==> src/gpb_pkg.sv <==
package gpb_pkg;

    localparam int GPB_NPINS = 9;
    localparam int GPB_AW    = 12;
    localparam int GPB_IW    = GPB_AW - 2;
    localparam int GPB_NIRQ  = 16;

    ////////////////////////////////////////////////////////////////////////////
    // register indices, byte address is four times the index
    localparam logic [GPB_IW-1:0] GPB_IDX_PIN_ONE_ZERO  = 10'h0E0;
    localparam logic [GPB_IW-1:0] GPB_IDX_PIN_ONE_ONE   = 10'h0E1;
    localparam logic [GPB_IW-1:0] GPB_IDX_PIN_ONE_TWO   = 10'h0E2;
    localparam logic [GPB_IW-1:0] GPB_IDX_PIN_ONE_THREE = 10'h0E3;
    localparam logic [GPB_IW-1:0] GPB_IDX_PIN_ONE_FOUR  = 10'h0E4;
    localparam logic [GPB_IW-1:0] GPB_IDX_PIN_ONE_FIVE  = 10'h0E5;
    localparam logic [GPB_IW-1:0] GPB_IDX_PIN_ONE_SIX   = 10'h0E6;
    localparam logic [GPB_IW-1:0] GPB_IDX_PIN_ONE_SEVEN = 10'h0E7;
    localparam logic [GPB_IW-1:0] GPB_IDX_PIN_TWO_ZERO  = 10'h0E8;
    localparam logic [GPB_IW-1:0] GPB_IDX_OUT_DATA      = 10'h0D0;
    localparam logic [GPB_IW-1:0] GPB_IDX_IN_LEVEL      = 10'h0D1;
    localparam logic [GPB_IW-1:0] GPB_IDX_COMB_INT      = 10'h0D2;
    localparam logic [GPB_IW-1:0] GPB_IDX_IR_OPT        = 10'h0D3;
    localparam logic [GPB_IW-1:0] GPB_IDX_INT_STATUS    = 10'h0D4;
    localparam logic [GPB_IW-1:0] GPB_IDX_INT_MASK      = 10'h0D5;

    ////////////////////////////////////////////////////////////////////////////
    // field positions
    localparam int GPB_BIT_DIR      = 0;
    localparam int GPB_BIT_POL      = 1;
    localparam int GPB_BIT_INTEN    = 2;
    localparam int GPB_BIT_ALT      = 3;
    localparam int GPB_BIT_ALT_HI   = 4;
    localparam int GPB_MAP_LSB      = 4;
    localparam int GPB_BIT_IR_MUX   = 6;
    localparam int GPB_BIT_FILT     = 3;
    localparam int GPB_COMB_MAP_LSB = 4;

    // pin roles
    localparam int GPB_PIN_STEER_A = 0;
    localparam int GPB_PIN_STEER_B = 1;
    localparam int GPB_PIN_WATCHDOG = 2;
    localparam int GPB_PIN_LED      = 3;
    localparam int GPB_PIN_ADDR_DEC = 4;
    localparam int GPB_PIN_WR_STB   = 5;
    localparam int GPB_PIN_JOY_SEL  = 6;
    localparam int GPB_PIN_JOY_WR   = 7;
    localparam int GPB_PIN_DISK_KBD = 8;

    ////////////////////////////////////////////////////////////////////////////
    // reset values and encodings
    localparam logic [7:0] GPB_CFG_RST  = 8'h01;
    localparam logic [3:0] GPB_MAP_OFF  = 4'h0;
    localparam logic [3:0] GPB_MAP_BAD  = 4'h2;
    localparam logic [1:0] GPB_JOY_READ = 2'h1;
    localparam logic [1:0] GPB_JOY_CS   = 2'h2;

    // writable bits per pin register; reserved bits stay zero
    localparam logic [GPB_NPINS-1:0][7:0] GPB_CFG_MASK =
        {8'h1F, 8'h0F, 8'h1F, 8'h0F, 8'h0F, 8'h0F, 8'h0F, 8'hFF, 8'hFF};

    localparam int GPB_DEBOUNCE_CYC = 4;

endpackage

==> src/gpb_pin_sync.sv <==
`timescale 1ns/10ps
module gpb_pin_sync
(
    input  wire logic clk,
    input  wire logic rst,
    input  wire logic pinIn,
    input  wire logic invert,
    output logic      rawLevel,
    output logic      level
);
    import gpb_pkg::*;

    typedef struct packed {
        logic meta;
        logic sync;
        logic level;
    } gpb_sync_t;

    gpb_sync_t st_ff;
    gpb_sync_t nxt_st;

    always_comb
    begin
        nxt_st       = st_ff;
        nxt_st.meta  = pinIn;
        nxt_st.sync  = st_ff.meta;
        // polarity applied only after the second flop
        nxt_st.level = st_ff.sync ^ invert;
    end

    always_ff @(posedge clk)
    begin
        if (rst)
            st_ff <= '0;
        else
            st_ff <= nxt_st;
    end

    assign rawLevel = st_ff.sync;
    assign level    = st_ff.level;

endmodule

==> src/gpb_gpio_bank.sv <==
`timescale 1ns/10ps
// Notes on behaviour
// config bit 0 set makes the pin an input, clear makes it output.
// config bit 1 inverts the pin's logical sense.
// config bit 2 lets the pin join the combined interrupt.
// pins 0 and 1 alternate input is steered to the line in bits 7:4.
// map value is the line number; 0000 disables, 0010 is invalid.
// pin 1 config behaves exactly like pin 0 config.
// pin 2 alternate is watchdog output, or infrared receive when ir mux set.
// pin 3 alternate is power LED, or infrared transmit when ir mux set.
// pin 4 alternate is the active-low address decode output.
// pin 5 alternate is the active-low write strobe output.
// pin 6 field bits 4:3: 01 joystick read, 10 joystick select, 00 plain.
// pin 7 alternate is the active-low joystick write strobe.
// pin 8 bit 3 gives the active-low second disk channel buffer enable.
// pin 8 bit 4 carries the keyboard controller port bit.
// software must not set pin 8 bits 3 and 4 together.
// reserved config bits are written zero and read back zero.
// combined interrupt goes to its own mapped line, optional debounce.
// ir mux bit selects serial port pins or infrared alternate pins.
// basic mode drives and reads the pin through the polarity inversion.
module gpb_gpio_bank
#(
    parameter int DEBOUNCE_CYC = gpb_pkg::GPB_DEBOUNCE_CYC
)
(
    input  wire logic                         clk,
    input  wire logic                         rst,
    input  wire logic                         psel,
    input  wire logic                         penable,
    input  wire logic                         pwrite,
    input  wire logic [gpb_pkg::GPB_AW-1:0]   paddr,
    input  wire logic [31:0]                  pwdata,
    output logic      [31:0]                  prdata,
    output logic                              pready,
    output logic                              pslverr,
    input  wire logic [gpb_pkg::GPB_NPINS-1:0] gpioIn,
    output logic      [gpb_pkg::GPB_NPINS-1:0] gpioOut,
    output logic      [gpb_pkg::GPB_NPINS-1:0] gpioOe,
    input  wire logic                         watchdogOut,
    input  wire logic                         powerLed,
    input  wire logic                         serialTxData,
    output logic                              serialRxData,
    output logic                              serialTxPin,
    input  wire logic                         serialRxPin,
    input  wire logic                         addrDecodeN,
    input  wire logic                         writeStrobeN,
    input  wire logic                         joyReadN,
    input  wire logic                         joySelectN,
    input  wire logic                         joyWriteN,
    input  wire logic                         secondDiskBufEnN,
    input  wire logic                         keyboardPortBit,
    output logic      [gpb_pkg::GPB_NIRQ-1:0] irqLines,
    output logic                              irqOut
);
    import gpb_pkg::*;

    typedef struct packed {
        logic [GPB_NPINS-1:0][7:0] cfg;
        logic [GPB_NPINS-1:0]      outData;
        logic [GPB_NPINS-1:0]      intStatus;
        logic [GPB_NPINS-1:0]      intMask;
        logic [GPB_NPINS-1:0]      prevLevel;
        logic [3:0]                combMap;
        logic                      combFilt;
        logic                      combStable;
        logic [7:0]                debCnt;
        logic                      irMux;
        logic [GPB_NPINS-1:0]      gpioOut;
        logic [GPB_NPINS-1:0]      gpioOe;
        logic [GPB_NIRQ-1:0]       irqLines;
        logic                      irqOut;
        logic                      serTx;
        logic                      serRx;
        logic                      pready;
        logic                      pslverr;
        logic [31:0]               prdata;
    } gpb_state_t;

    gpb_state_t st_ff;
    gpb_state_t nxt_st;

    logic [GPB_NPINS-1:0] pinLevel;
    logic [GPB_NPINS-1:0] pinRaw;
    logic                 rxRaw;
    logic [GPB_IW-1:0]    regIdx;
    logic [GPB_IW-1:0]    pinOff;
    logic [3:0]           pinSel;
    logic                 isPinReg;

    assign regIdx   = paddr[GPB_AW-1:2];
    assign pinOff   = regIdx - GPB_IDX_PIN_ONE_ZERO;
    assign pinSel   = pinOff[3:0];
    assign isPinReg = (regIdx >= GPB_IDX_PIN_ONE_ZERO) && (regIdx <= GPB_IDX_PIN_TWO_ZERO);

    ////////////////////////////////////////////////////////////////////////////
    // pin input synchronisers

    for (genvar g = 0; g < GPB_NPINS; g++)
    begin : gSync
        gpb_pin_sync uSync
        (
            .clk      (clk),
            .rst      (rst),
            .pinIn    (gpioIn[g]),
            .invert   (st_ff.cfg[g][GPB_BIT_POL]),
            .rawLevel (pinRaw[g]),
            .level    (pinLevel[g])
        );
    end

    gpb_pin_sync uRxSync
    (
        .clk      (clk),
        .rst      (rst),
        .pinIn    (serialRxPin),
        .invert   (1'b0),
        .rawLevel (rxRaw),
        .level    ()
    );

    ////////////////////////////////////////////////////////////////////////////
    // next state

    always_comb
    begin
        logic                 access;
        logic                 done;
        logic                 hit;
        logic [31:0]          rd;
        logic [GPB_NPINS-1:0] enMask;
        logic [GPB_NPINS-1:0] clr;
        logic [GPB_NPINS-1:0] rise;
        logic [3:0]           map;
        logic [7:0]           c;
        logic                 comb;
        logic                 combOut;
        access  = psel && penable;
        done    = access && st_ff.pready;
        hit     = 1'b1;
        rd      = 32'h0000_0000;
        enMask  = '0;
        clr     = '0;
        rise    = '0;
        map     = GPB_MAP_OFF;
        c       = 8'h00;
        comb    = 1'b0;
        combOut = 1'b0;
        nxt_st  = st_ff;

        // register read mux, one wait state before pready
        if (isPinReg)
            rd[7:0] = st_ff.cfg[pinSel];
        else if (regIdx == GPB_IDX_OUT_DATA)
            rd[GPB_NPINS-1:0] = st_ff.outData;
        else if (regIdx == GPB_IDX_IN_LEVEL)
            rd[GPB_NPINS-1:0] = pinLevel;
        else if (regIdx == GPB_IDX_COMB_INT)
            rd[7:0] = {st_ff.combMap, st_ff.combFilt, 3'h0};
        else if (regIdx == GPB_IDX_IR_OPT)
            rd[GPB_BIT_IR_MUX] = st_ff.irMux;
        else if (regIdx == GPB_IDX_INT_STATUS)
            rd[GPB_NPINS-1:0] = st_ff.intStatus;
        else if (regIdx == GPB_IDX_INT_MASK)
            rd[GPB_NPINS-1:0] = st_ff.intMask;
        else
            hit = 1'b0;

        nxt_st.pready = access && !st_ff.pready;
        if (access && !st_ff.pready)
        begin
            nxt_st.prdata  = pwrite ? 32'h0000_0000 : rd;
            nxt_st.pslverr = !hit || (paddr[1:0] != 2'h0);
        end
        else
        begin
            nxt_st.pslverr = 1'b0;
        end

        // writes land on the edge that samples pready high
        if (done && pwrite && hit && (paddr[1:0] == 2'h0))
        begin
            if (isPinReg)
                nxt_st.cfg[pinSel] = pwdata[7:0] & GPB_CFG_MASK[pinSel];
            else if (regIdx == GPB_IDX_OUT_DATA)
                nxt_st.outData = pwdata[GPB_NPINS-1:0];
            else if (regIdx == GPB_IDX_COMB_INT)
            begin
                nxt_st.combMap  = pwdata[GPB_COMB_MAP_LSB +: 4];
                nxt_st.combFilt = pwdata[GPB_BIT_FILT];
            end
            else if (regIdx == GPB_IDX_IR_OPT)
                nxt_st.irMux = pwdata[GPB_BIT_IR_MUX];
            else if (regIdx == GPB_IDX_INT_STATUS)
                clr = pwdata[GPB_NPINS-1:0];
            else if (regIdx == GPB_IDX_INT_MASK)
                nxt_st.intMask = pwdata[GPB_NPINS-1:0];
        end

        // pin drive, basic mode first, then alternate overrides
        for (int k = 0; k < GPB_NPINS; k++)
        begin
            c = st_ff.cfg[k];
            enMask[k] = c[GPB_BIT_INTEN];
            nxt_st.gpioOe[k]  = !c[GPB_BIT_DIR];
            nxt_st.gpioOut[k] = st_ff.outData[k] ^ c[GPB_BIT_POL];
            if (k == GPB_PIN_WATCHDOG && c[GPB_BIT_ALT])
            begin
                // in ir mode the pin only listens
                nxt_st.gpioOe[k]  = !st_ff.irMux;
                nxt_st.gpioOut[k] = watchdogOut;
            end
            else if (k == GPB_PIN_LED && c[GPB_BIT_ALT])
            begin
                nxt_st.gpioOe[k]  = 1'b1;
                nxt_st.gpioOut[k] = st_ff.irMux ? serialTxData : powerLed;
            end
            else if (k == GPB_PIN_ADDR_DEC && c[GPB_BIT_ALT])
            begin
                nxt_st.gpioOe[k]  = 1'b1;
                nxt_st.gpioOut[k] = addrDecodeN;
            end
            else if (k == GPB_PIN_WR_STB && c[GPB_BIT_ALT])
            begin
                nxt_st.gpioOe[k]  = 1'b1;
                nxt_st.gpioOut[k] = writeStrobeN;
            end
            else if (k == GPB_PIN_JOY_SEL && c[GPB_BIT_ALT_HI:GPB_BIT_ALT] == GPB_JOY_READ)
            begin
                nxt_st.gpioOe[k]  = 1'b1;
                nxt_st.gpioOut[k] = joyReadN;
            end
            else if (k == GPB_PIN_JOY_SEL && c[GPB_BIT_ALT_HI:GPB_BIT_ALT] == GPB_JOY_CS)
            begin
                nxt_st.gpioOe[k]  = 1'b1;
                nxt_st.gpioOut[k] = joySelectN;
            end
            else if (k == GPB_PIN_JOY_WR && c[GPB_BIT_ALT])
            begin
                nxt_st.gpioOe[k]  = 1'b1;
                nxt_st.gpioOut[k] = joyWriteN;
            end
            else if (k == GPB_PIN_DISK_KBD && c[GPB_BIT_ALT])
            begin
                // buffer enable wins if software sets both
                nxt_st.gpioOe[k]  = 1'b1;
                nxt_st.gpioOut[k] = secondDiskBufEnN;
            end
            else if (k == GPB_PIN_DISK_KBD && c[GPB_BIT_ALT_HI])
            begin
                nxt_st.gpioOe[k]  = 1'b1;
                nxt_st.gpioOut[k] = keyboardPortBit;
            end
        end

        // steered inputs on pins 0 and 1, identical handling
        nxt_st.irqLines = '0;
        for (int k = GPB_PIN_STEER_A; k <= GPB_PIN_STEER_B; k++)
        begin
            c   = st_ff.cfg[k];
            map = c[GPB_MAP_LSB +: 4];
            if (c[GPB_BIT_ALT] && c[GPB_BIT_DIR] && map != GPB_MAP_OFF && map != GPB_MAP_BAD)
                nxt_st.irqLines[map] = nxt_st.irqLines[map] | pinLevel[k];
        end

        // combined interrupt with optional debounce
        comb = |(pinLevel & enMask);
        if (comb != st_ff.combStable)
        begin
            nxt_st.debCnt = st_ff.debCnt + 8'h01;
            if (!st_ff.combFilt || st_ff.debCnt >= 8'(DEBOUNCE_CYC - 1))
            begin
                nxt_st.combStable = comb;
                nxt_st.debCnt     = 8'h00;
            end
        end
        else
        begin
            nxt_st.debCnt = 8'h00;
        end
        combOut = st_ff.combFilt ? st_ff.combStable : comb;
        if (st_ff.combMap != GPB_MAP_OFF && st_ff.combMap != GPB_MAP_BAD)
            nxt_st.irqLines[st_ff.combMap] = nxt_st.irqLines[st_ff.combMap] | combOut;

        // sticky rising-edge events; a new event beats the clear
        rise             = pinLevel & ~st_ff.prevLevel & enMask;
        nxt_st.prevLevel = pinLevel;
        nxt_st.intStatus = (st_ff.intStatus & ~clr) | rise;
        nxt_st.irqOut    = |(st_ff.intStatus & st_ff.intMask);

        // serial port pin location
        nxt_st.serTx = st_ff.irMux ? 1'b1 : serialTxData;
        nxt_st.serRx = st_ff.irMux ? pinRaw[GPB_PIN_WATCHDOG] : rxRaw;
    end

    always_ff @(posedge clk)
    begin
        if (rst)
        begin
            st_ff       <= '0;
            st_ff.cfg   <= {GPB_NPINS{GPB_CFG_RST}};
            st_ff.serTx <= 1'b1;
        end
        else
        begin
            st_ff <= nxt_st;
        end
    end

    assign prdata       = st_ff.prdata;
    assign pready       = st_ff.pready;
    assign pslverr      = st_ff.pslverr;
    assign gpioOut      = st_ff.gpioOut;
    assign gpioOe       = st_ff.gpioOe;
    assign irqLines     = st_ff.irqLines;
    assign irqOut       = st_ff.irqOut;
    assign serialTxPin  = st_ff.serTx;
    assign serialRxData = st_ff.serRx;

    ////////////////////////////////////////////////////////////////////////////
    // checks

    a_dir_input_oe: assert property (@(posedge clk) disable iff (rst)
        (st_ff.cfg[4][0] && !st_ff.cfg[4][3]) |=> !gpioOe[4])
        else $error("input pin still driven");

    a_out_polarity: assert property (@(posedge clk) disable iff (rst)
        (st_ff.cfg[5][3:0] == 4'h2) |=> (gpioOe[5] && gpioOut[5] == !$past(st_ff.outData[5])))
        else $error("inverted output level wrong");

    a_comb_route: assert property (@(posedge clk) disable iff (rst)
        (st_ff.combMap == 4'h3 && !st_ff.combFilt && st_ff.cfg[7][2] && pinLevel[7]) |=> irqLines[3])
        else $error("combined interrupt not on line 3");

    a_steer_input: assert property (@(posedge clk) disable iff (rst)
        (st_ff.cfg[0] == 8'h59 && pinLevel[0]) |=> irqLines[5])
        else $error("steered input missing on line 5");

    a_map_invalid: assert property (@(posedge clk) disable iff (rst)
        !irqLines[2] && !irqLines[0])
        else $error("invalid or disabled line driven");

    a_pin_one_same: assert property (@(posedge clk) disable iff (rst)
        (st_ff.cfg[1][7:3] == 5'h1F && st_ff.cfg[1][0] && pinLevel[1]) |=> irqLines[15])
        else $error("pin one steering differs");

    a_watchdog_out: assert property (@(posedge clk) disable iff (rst)
        (st_ff.cfg[2][3] && !st_ff.irMux) |=> (gpioOe[2] && gpioOut[2] == $past(watchdogOut)))
        else $error("watchdog not on pin 2");

    a_led_ir_tx: assert property (@(posedge clk) disable iff (rst)
        st_ff.cfg[3][3] |=> (gpioOut[3] == ($past(st_ff.irMux) ? $past(serialTxData) : $past(powerLed))))
        else $error("pin 3 alternate source wrong");

    a_joy_read: assert property (@(posedge clk) disable iff (rst)
        (st_ff.cfg[6][4:3] == 2'h1) |=> (gpioOe[6] && gpioOut[6] == $past(joyReadN)))
        else $error("joystick read strobe missing");

    a_disk_enable: assert property (@(posedge clk) disable iff (rst)
        st_ff.cfg[8][3] |=> (gpioOe[8] && gpioOut[8] == $past(secondDiskBufEnN)))
        else $error("disk buffer enable missing");

    a_kbd_bit: assert property (@(posedge clk) disable iff (rst)
        (st_ff.cfg[8][4:3] == 2'h2) |=> (gpioOut[8] == $past(keyboardPortBit)))
        else $error("keyboard port bit missing");

    a_reserved_zero: assert property (@(posedge clk) disable iff (rst)
        (psel && penable && pready && !pwrite && paddr == 12'h388) |-> (prdata[31:4] == 28'h000_0000))
        else $error("reserved bits read nonzero");

    a_serial_mux: assert property (@(posedge clk) disable iff (rst)
        st_ff.irMux |=> (serialTxPin && serialRxData == $past(pinRaw[2])))
        else $error("serial pins not released in ir mode");

    a_irq_level: assert property (@(posedge clk) disable iff (rst)
        (|(st_ff.intStatus & st_ff.intMask)) |=> ##[0:1] irqOut)
        else $error("interrupt output not raised");

endmodule

==> config.mk <==
export PLATFORM = sky130hd
export DESIGN_NAME = gpb_gpio_bank
export DESIGN_NICKNAME = d
export VERILOG_FILES = /design/src/gpb_pkg.sv /design/src/gpb_pin_sync.sv /design/src/gpb_gpio_bank.sv
export SDC_FILE = /design/constraint.sdc
export NUM_CORES = 1
export LEC_CHECK = 0
export BUFFER_PORTS_ARGS = -buffer_cell sky130_fd_sc_hd__buf_2
export CORE_UTILIZATION = 50
export CTS_CLUSTER_SIZE = 25
export DETAILED_ROUTE_END_ITERATION = 8
export PLACE_DENSITY = 0.82
export SLEW_MARGIN = 20
export SYNTH_ARGS = -nofsm -noshare
export SYNTH_HDL_FRONTEND = slang
export SYNTH_HIERARCHICAL = 1
export SYNTH_SLANG_ARGS = --single-unit
==> constraint.sdc <==
create_clock -name clk -period 2.22 [get_ports clk]
set_input_delay 0.222 -clock clk [delete_from_list [all_inputs] [get_ports clk]]
set_output_delay 0.222 -clock clk [all_outputs]
set_load 0.03 [all_outputs]
**Word level (Yosys, flattened, before mapping)**

Memory sizes are Yosys's and may differ from the RTL's. A register that Yosys moved wholly into a read port is not among the register bits.
Index checks and enable logic that the tools add are counted.

- Bitwise logic cells: 38
- Reductions and logical operators: 49
- Multiplexer cells: 70
- $add $sub $neg: 2
- Magnitude comparators: 11
- Equality and inequality tests: 12

Operator list:

| kind | number |
|---|---|
| $mux 9 | 11 |
| $bwmux 72 | 1 |
| $eq 10x8->1 const B | 6 |
| $mux 16 | 3 |
| $and 9x9->9 | 5 |
| $mux 8 | 5 |
| $mux 1 | 37 |
| $bmux 8 s4 | 1 |
| $bwmux 16 | 2 |
| $demux 8 s4 | 1 |
| $lt 4x5->1 const B | 4 |
| $logic_and 1x1->1 | 18 |
| $not 9->9 | 2 |
| $reduce_or 9->1 | 2 |
| $xor 1x1->1 | 18 |
| $and 16x16->16 | 1 |
| $ge 4x1->1 const B | 4 |
| $logic_not 1->1 | 13 |
| $demux 1 s4 | 3 |
| $ne 4x2->1 const B | 3 |
| $reduce_bool 4->1 | 3 |
| $ge 10x8->1 const B | 1 |
| $le 10x8->1 const B | 1 |
| $or 9x9->9 | 1 |
| other kinds (23) | 36 |

- Input port bits: 69
- Output and inout bits: 71
- Memories kept: 2
- Register bits after elaboration: 223
- ROM bits: 144

Memory list:

| memory | depth | width | read ports | clocked after Yosys merged registers in | wr ports | line | RTL |
|---|---|---|---|---|---|---|---|
| (no name shown) | 16 | 8 | 1 | 0 | 0 | gpb_gpio_bank.sv:184 | `nxt_st.cfg[pinSel] = pwdata[7:0] & GPB_CFG_MASK[pinSel];` |
| (no name shown) | 16 | 1 | 1 | 1 | 0 | gpb_gpio_bank.sv:263 | `nxt_st.irqLines[map] = nxt_st.irqLines[map] \| pinLevel[k];` |

**Longest topological paths before layout**

Gate-level depths: netlist (run 1).

- Depth in word-level cells: 16
- Mapped depth: 8
- Gate-level depth less buffers: 6

**By module**

Netlist (run 1), hierarchy kept.

Modules (own cells, without submodules):

| module | cells an instance | area each (um^2) | times used |
|---|---|---|---|
| gpb_gpio_bank | 972 | 8493.1 | 1 |
| gpb_pin_sync | 7 | 85.1 | 10 |

**Worst setup path after synthesis (run 1)**

OpenSTA, ideal clock, no wires.

- Kind: register -> register
- From: register st_ff (netlist bit pready)
- To: register st_ff[170] (netlist name)
- Path slack: 198 ps
- Period minus slack after synthesis: 2022 ps
- Arrival time: 1903 ps
- Setup time: 120 ps
- Stages on the path, launching flop included: 7
- Cells stage by stage: dfxtp_1 > nand4_1 > nor4_4 > nand3b_2 > nor2_2 > nor2b_1 > a211o_1

- Longest elaborated chain between the ends: 5

Ends and longest elaborated chain:

| what | line | RTL |
|---|---|---|
| from (decl) | gpb_gpio_bank.sv:80 | `gpb_state_t st_ff;` |
| from (signal assigned) | gpb_gpio_bank.sv:306 | `st_ff <= nxt_st;` |
| $logic_and 1x1->1 | gpb_gpio_bank.sv:139 | `done = access && st_ff.pready;` |
| $logic_and 1x1->1 (3 in a row) | gpb_gpio_bank.sv:181 | `if (done && pwrite && hit && (paddr[1:0] == 2'h0))` |
| $reduce_and 2->1 (no source line) | -- |  |

No other way between the ends.
A chain may end at the register's enable or synchronous reset.

**Final worst setup path (run 1)**

- From: register st_ff[136] (netlist name)
- To: register st_ff (netlist bit irqLines[12])

- Longest elaborated chain between the ends: 11
- Elaborated cells between the ends (all ways): 19
- Classes of those cells: order compare (2); eq/ne (1); mux (10); bitwise (2); reduce/logical (4)

Ends and longest elaborated chain:

| what | line | RTL |
|---|---|---|
| $lt 4x5->1 (not written as such) or $ge 4x1->1 (tied branches) | gpb_gpio_bank.sv:263 |  |
| $logic_and 1x1->1 (not written as such) | gpb_gpio_bank.sv:263 |  |
| $mux 1 (not written as such) | gpb_gpio_bank.sv:263 |  |
| $demux 1 s4 | gpb_gpio_bank.sv:263 |  |
| $bwmux 16 | gpb_gpio_bank.sv:263 |  |
| $mux 16 * | gpb_gpio_bank.sv:262 | `if (c[GPB_BIT_ALT] && c[GPB_BIT_DIR] && map != GPB_MAP_OFF && map != GPB_MAP_BAD)` |
| $bmux 1 s4 | gpb_gpio_bank.sv:283 | `nxt_st.irqLines[st_ff.combMap] = nxt_st.irqLines[st_ff.combMap] \| combOut;` |
| $mux 1 (not written as such) | gpb_gpio_bank.sv:283 |  |
| $or 1x1->1 | gpb_gpio_bank.sv:283 |  |
| $bwmux 16 | gpb_gpio_bank.sv:283 |  |
| $mux 16 * | gpb_gpio_bank.sv:282 | `if (st_ff.combMap != GPB_MAP_OFF && st_ff.combMap != GPB_MAP_BAD)` |

Mark *: on every way between the ends. The rest lies on a longest branch, timed or not. The select of a mux whose other input is x is not followed.

==> run summary, run 1 <==
Status -> finished with violations
Failing checks -> design-rule violations
Die ar. -> 19200 um2
Hold WS -> 0.0116 ns
Setup ws final -> 0.103 ns
Worst Hold Class -> primary input to flop
DR WL/cell -> 18.6 um
Crit-path leading delay family -> simple AND/OR/NAND/NOR gates
Cells after synthesis -> 1039
Synth Cell Area -> 9310 um2
Pwr Density -> 656 nW/um2
Post-route ant nets -> 0
RSZ-0062 raised after global routing -> false
Setup CP Type -> flop to flop
Initial DRC Count -> 791
Worst slack, placed -> 0.0252 ns
Placed Instance Area -> 10000 um2
Worst r2r src -> st_ff[136]
CTS Root Cell -> clkbuf_16
Most frequent cells in the layout -> dfxtp_1 (198), nor2_1 (113), nand2_1 (93), buf_2 (92), a21oi_1 (72)
Reg2Reg Setup Slack -> 0.10 ns
Max IR drop VDD -> 599 uV
Clock Skew -> 0.0112 ns
Worst setup path endpoint -> irqLines[12]
Antenna diodes -> 0
Worst Path Arrival -> 2.46 ns
Initial core utilization -> 0.515
Worst Reg-to-Reg Cells -> 7
Std-Cell Rows -> 49
Reg clk slew, reported paths -> 0.07 ns
Post-route cell area -> 10700 um2
DP HPWL -> 18600 um
Synth warn -> 6
Worst r2r dst -> irqLines[12]
Peak fanout along the critical path -> 9
Final WL -> 25700 um
Max-Cap Viols -> 0
CP required -> 2.57 ns
Post-detailed-route DRC marker count -> 13
Sequential Area -> 4010 um2
Final setup viols -> 0
First-pass detailed-route iteration total -> 7
Die width -> 138 um
Via count -> 8136
Most common cell after layout, fill and taps aside -> dfxtp_1
Relative slew slack -> 0.586
Critical-path top delay cell -> or4b_1
PortBufs -> 93
Total grt overflow -> 0
Core Region -> 18100 um2
IO Count -> 140
CP startpoint -> st_ff[136]
Syn Area/Cell -> 8.96 um2
TritonCTS clock tree -> done
Largest net degree at the start of global routing -> 76
Fin Setup TNS -> 0 ns
Max Fclk -> 472 MHz
WP depth -> 7
Sink Count -> 200
Endpoint type of the worst setup path -> flop
Die Height -> 138 um
Layout cells sized above 1 -> 0.218
Nets -> 1207
H-tree depth -> 4
GPL Wtd Cong -> 0.998
CP bufs+invs -> 1
Maximum buffer depth of the clock tree -> 2
Vias in the first global route -> 7656
CP Launch Type -> flop
First-pass GRT wire length -> 41000 um
Num CTS Buffers -> 17
Via/cell ratio -> 5.90
Count of pins over their slew limit -> 0
CP peak stage delay -> 0.48 ns
Clock Latency Late Sink -> 0.44 ns
Multi-input gate area -> 4660 um2
Leakage -> 4.21 nW
Final hold violation count -> 0
GRT Total Usage -> 0.273
Least-Margin Pin Slew -> 0.606 ns
Filler cells -> 1555
Fin crit period -> 2.12 ns
Final period utilization -> 0.954
CP Cell Sequence -> or4b_1 -> or4_1 -> o31a_1 -> nand3_2 -> a211oi_2 -> buf_4 -> a31oi_1
Layout area overhead -> 15.2%
Initial antenna violation count -> 0
## worst reg2reg max path: cells and delay by family, from the launching register on
kind | cells | cell delay (ns)
compound gates | 3 | 0.41
buf+inv | 1 | 0.17
flops | 1 | 0.41
simple gates | 3 | 1.04
## state kept, by name, indices dropped and copies added, names as in the netlist
name and count:
pslverr 1, serialRxData 1, prdata 9, gpioOe 9, st_ff 123, uRxSync/nxt_st 1, gSync.uSync/rawLevel 9, gSync.uSync/level 9
pready 1, irqLines 16, irqOut 1, serialTxPin 1, gSync.uSync/nxt_st 9, gpioOut 9, uRxSync/rawLevel 1
## power breakdown
group | total (mW) | switching (mW) | internal, mW
clock | 3.01 | 1.44 | 1.57
sequential | 3.63 | 0.0153 | 3.62
combinational | 0.397 | 0.271 | 0.126
## cell type report
| class | instances | area share |
|---|---|---|
| multi-input combinational | 733 | 0.434 |
| sequential | 200 | 0.373 |
| timing repair buffer | 176 | 0.109 |
| clock buffer | 21 | 0.0439 |
| tap | 229 | 0.0267 |
| clock inverter | 11 | 0.0103 |
| inverter | 9 | 0.00315 |
## worst min-delay path by stage
stage / start / end / slack, ns / cells after the start
2_1_floorplan: rst / gSync[0].uSync/nxt_st[1] / 0.29 / 1
5_1_grt: gpioIn[0] / gSync[0].uSync/nxt_st[1] / 0.009 / 2
6_report: secondDiskBufEnN / gpioOut[8] / 0.01 / 3
3_5_place_dp: gSync[3].uSync/nxt_st[1] / gSync[3].uSync/rawLevel / 0.42 / 1
3_3_place_gp: st_ff[72] / st_ff[72] / 0.41 / 1
4_1_cts: secondDiskBufEnN / gpioOut[8] / 0.007 / 3
## timing repair
| action | CTS | global route |
|---|---|---|
| hold endpoints to repair | 8 | 0 |
| hold buffers | 8 | 0 |
| gates resized for setup | 0 | 8 |
| setup endpoints to repair | 0 | 12 |
| buffers inserted | 0 | 0 |
## per-layer routing
layer  track usage  wire (um)
met5             0          0
met2         0.438      12100
met1         0.360      10500
met3        0.0582       2400
met4         0.105        707
## through the flow
step	cells	util	total power [mW]
after detailed placement	1339	0.555	4.09
after CTS	1379	0.591	7.06
after floorplan	1069	-	3.98
after global routing	1379	0.593	7.26
after global placement	1339	0.555	4.09
final	1379	0.593	7.04
(Power assumes the default switching activity.)
==> inputs of run 2 (changes only) <==
--- a/config.mk
+++ b/config.mk
@@ -9,7 +9,7 @@
 export CORE_UTILIZATION = 50
 export CTS_CLUSTER_SIZE = 25
 export DETAILED_ROUTE_END_ITERATION = 8
-export PLACE_DENSITY = 0.82
+export PLACE_DENSITY = 0.8
 export SLEW_MARGIN = 20
 export SYNTH_ARGS = -nofsm -noshare
 export SYNTH_HDL_FRONTEND = slang
==> constraint.sdc (replaced) <==
create_clock -name clk -period 2.22 [get_ports clk]
set_input_delay 0.333 -clock clk [delete_from_list [all_inputs] [get_ports clk]]
set_output_delay 0.333 -clock clk [all_outputs]
set_load 0.03 [all_outputs]
==> run 2 against run 1 <==
Compared with the run above: the flow still finishes with violations (design-rule violations); cell count is 0.29% higher; fmax is 0.51% higher; first-iteration DRC count is 4.4% lower.
==> run summary, run 2 (synthesis gave the netlist of run 1 again) <==
RSZ-0062 raised after global routing -> true
Die Height -> 138 um (unchanged)
GRT Total Usage -> 0.269 (-0.00431)
Max-Cap Viols -> 0 (unchanged)
Fin crit period -> 2.11 ns (-0.0108 ns)
Core Region -> 18100 um2 (unchanged)
IO Count -> 140 (unchanged)
First-pass detailed-route iteration total -> 9 (+2)
Setup ws final -> 0.114 ns (+0.0108 ns)
Clock Skew -> 0.0101 ns (-0.00113 ns)
Final setup viols -> 0 (unchanged)
DR WL/cell -> 18.3 um (-1.6%)
Leakage -> 4.23 nW (+0.56%)
Hold depth -> 2 (-1)
Via count -> 7988 (-1.8%)
Max IR drop VDD -> 549 uV (-8.4%)
Std-Cell Rows -> 49 (unchanged)
CP required -> 2.58 ns (about the same)
Layout cells sized above 1 -> 0.231 (+0.0131)
Most frequent cells in the layout -> dfxtp_1 (196), nor2_1 (112), nand2_1 (93), buf_2 (92), buf_4 (84)
Hold WS -> 0.0965 ns (+0.0849 ns)
Final WL -> 25400 um (-1.3%)
GPL Wtd Cong -> 0.981 (-1.7%)
First-pass GRT wire length -> 40300 um (-1.5%)
Number of hold buffers added after cts -> 0 (-8)
Final hold violation count -> 0 (unchanged)
Least-Margin Pin Slew -> 0.615 ns (+0.00923 ns)
Initial DRC Count -> 756 (-4.4%)
Max Fclk -> 475 MHz (+0.51%)
Most common cell after layout, fill and taps aside -> dfxtp_1
Pwr Density -> 669 nW/um2 (+2.0%)
TritonCTS clock tree -> done
Met3 Track Usage GR -> 0.0585 (+0.000346)
Failing checks -> design-rule violations
Most crowded layer after global routing -> met2
Reg clk slew, reported paths -> 0.08 ns (about the same)
Nets -> 1211 (+0.33%)
Final period utilization -> 0.949 (-0.00485)
DP HPWL -> 18200 um (-1.9%)
Layout area overhead -> 15.4%
GR Util met2 -> 0.422 (-0.0158)
Post-route ant nets -> 0 (unchanged)
Vias in the first global route -> 7341 (-4.1%)
Largest register by flop count -> st_ff
Relative slew slack -> 0.589 (+0.00345)
Worst slack, placed -> -0.0448 ns (-0.0700 ns)
Count of pins over their slew limit -> 0 (unchanged)
Maximum buffer depth of the clock tree -> 2 (unchanged)
Reg2Reg Setup Slack -> 0.11 ns (about the same)
Worst Reg-to-Reg Cells -> 7 (unchanged)
Clock Latency Late Sink -> 0.44 ns (about the same)
Status -> finished with violations
Max reg flops -> 123 (unchanged)
H-tree depth -> 4 (unchanged)
Largest net degree at the start of global routing -> 124 (+63%)
Initial core utilization -> 0.515 (unchanged)
Die ar. -> 19200 um2 (unchanged)
Antenna diodes -> 0 (unchanged)
PortBufs -> 93 (unchanged)
GRT met1 Usage -> 0.364 (+0.00321)
Peak fanout along the critical path -> 9 (unchanged)
Setup CP Type -> flop to flop
Worst Hold Class -> primary input to flop
Endpoint type of the worst setup path -> flop
Total grt overflow -> 0 (unchanged)
Die width -> 138 um (unchanged)
Post-layout power -> 7.19 mW (+2.2%)
Post-detailed-route DRC marker count -> 14 (+1)
Num CTS Buffers -> 17 (unchanged)
Via/cell ratio -> 5.78 (-2.1%)
CTS Root Cell -> clkbuf_16
CP Launch Type -> flop
Initial antenna violation count -> 0 (unchanged)
Worst Path Arrival -> 2.46 ns (about the same)
Sink Count -> 200 (unchanged)
[run 2: what timing repair did]
item                                    CTS  global route
buffers inserted                          0             1
endpoints found under the setup margin    7            11
pin swaps                                 0             1
hold endpoints to repair                  0             0
gates resized for setup                   3             7
[run 2: critical path: stages, from the launching register on]
cell and delay (ns):
dfxtp_2 0.39, or4b_1 0.53, or4_1 0.41, o31a_1 0.15, nand3_2 0.14, a211oi_1 0.10
buf_4 0.18, a31oi_1 0.13
[run 2: final cells by class]
type	count	area, um2
Clock buffer	17	425
Clock inverter	15	181
Fill cell	1574	7340
Inverter	9	33.8
Multi-Input combinational cell	733	4650
Sequential cell	200	4010
Tap cell	229	287
Timing Repair Buffer	180	1160
[run 2: through the flow]
step	std cells	setup TNS, ns	util	instance area, um2
6_report	1383	0	0.594	10700
5_1_grt	1383	-0.0599	0.594	10700
4_1_cts	1382	0	0.593	10700
3_5_place_dp	1350	-0.196	0.559	10100
3_3_place_gp	1350	-0.100	0.559	10100
2_1_floorplan	1069	0	-	9420
[run 2: layer usage]
| layer | vias up | part of all wire |
|---|---|---|
| met5 | - | 0 |
| met2 | 362 | 0.47 |
| li1 | 3769 | - |
| met4 | 0 | 0.021 |
| met3 | 51 | 0.081 |
| met1 | 3806 | 0.43 |
[run 2: where the power goes]
group / switching, mW / internal (mW) / total (mW)
clock: 1.54 / 1.62 / 3.17
combinational: 0.269 / 0.118 / 0.387
sequential: 0.0160 / 3.62 / 3.63
[run 2: path summary, 6_finish.rpt]
check                                   to        from
setup reg to reg              irqLines[14]  st_ff[135]
hold reg to reg                  st_ff[72]   st_ff[72]
hold / removal    gSync[5].uSync/nxt_st[1]   gpioIn[5]
setup / recovery              irqLines[14]  st_ff[135]
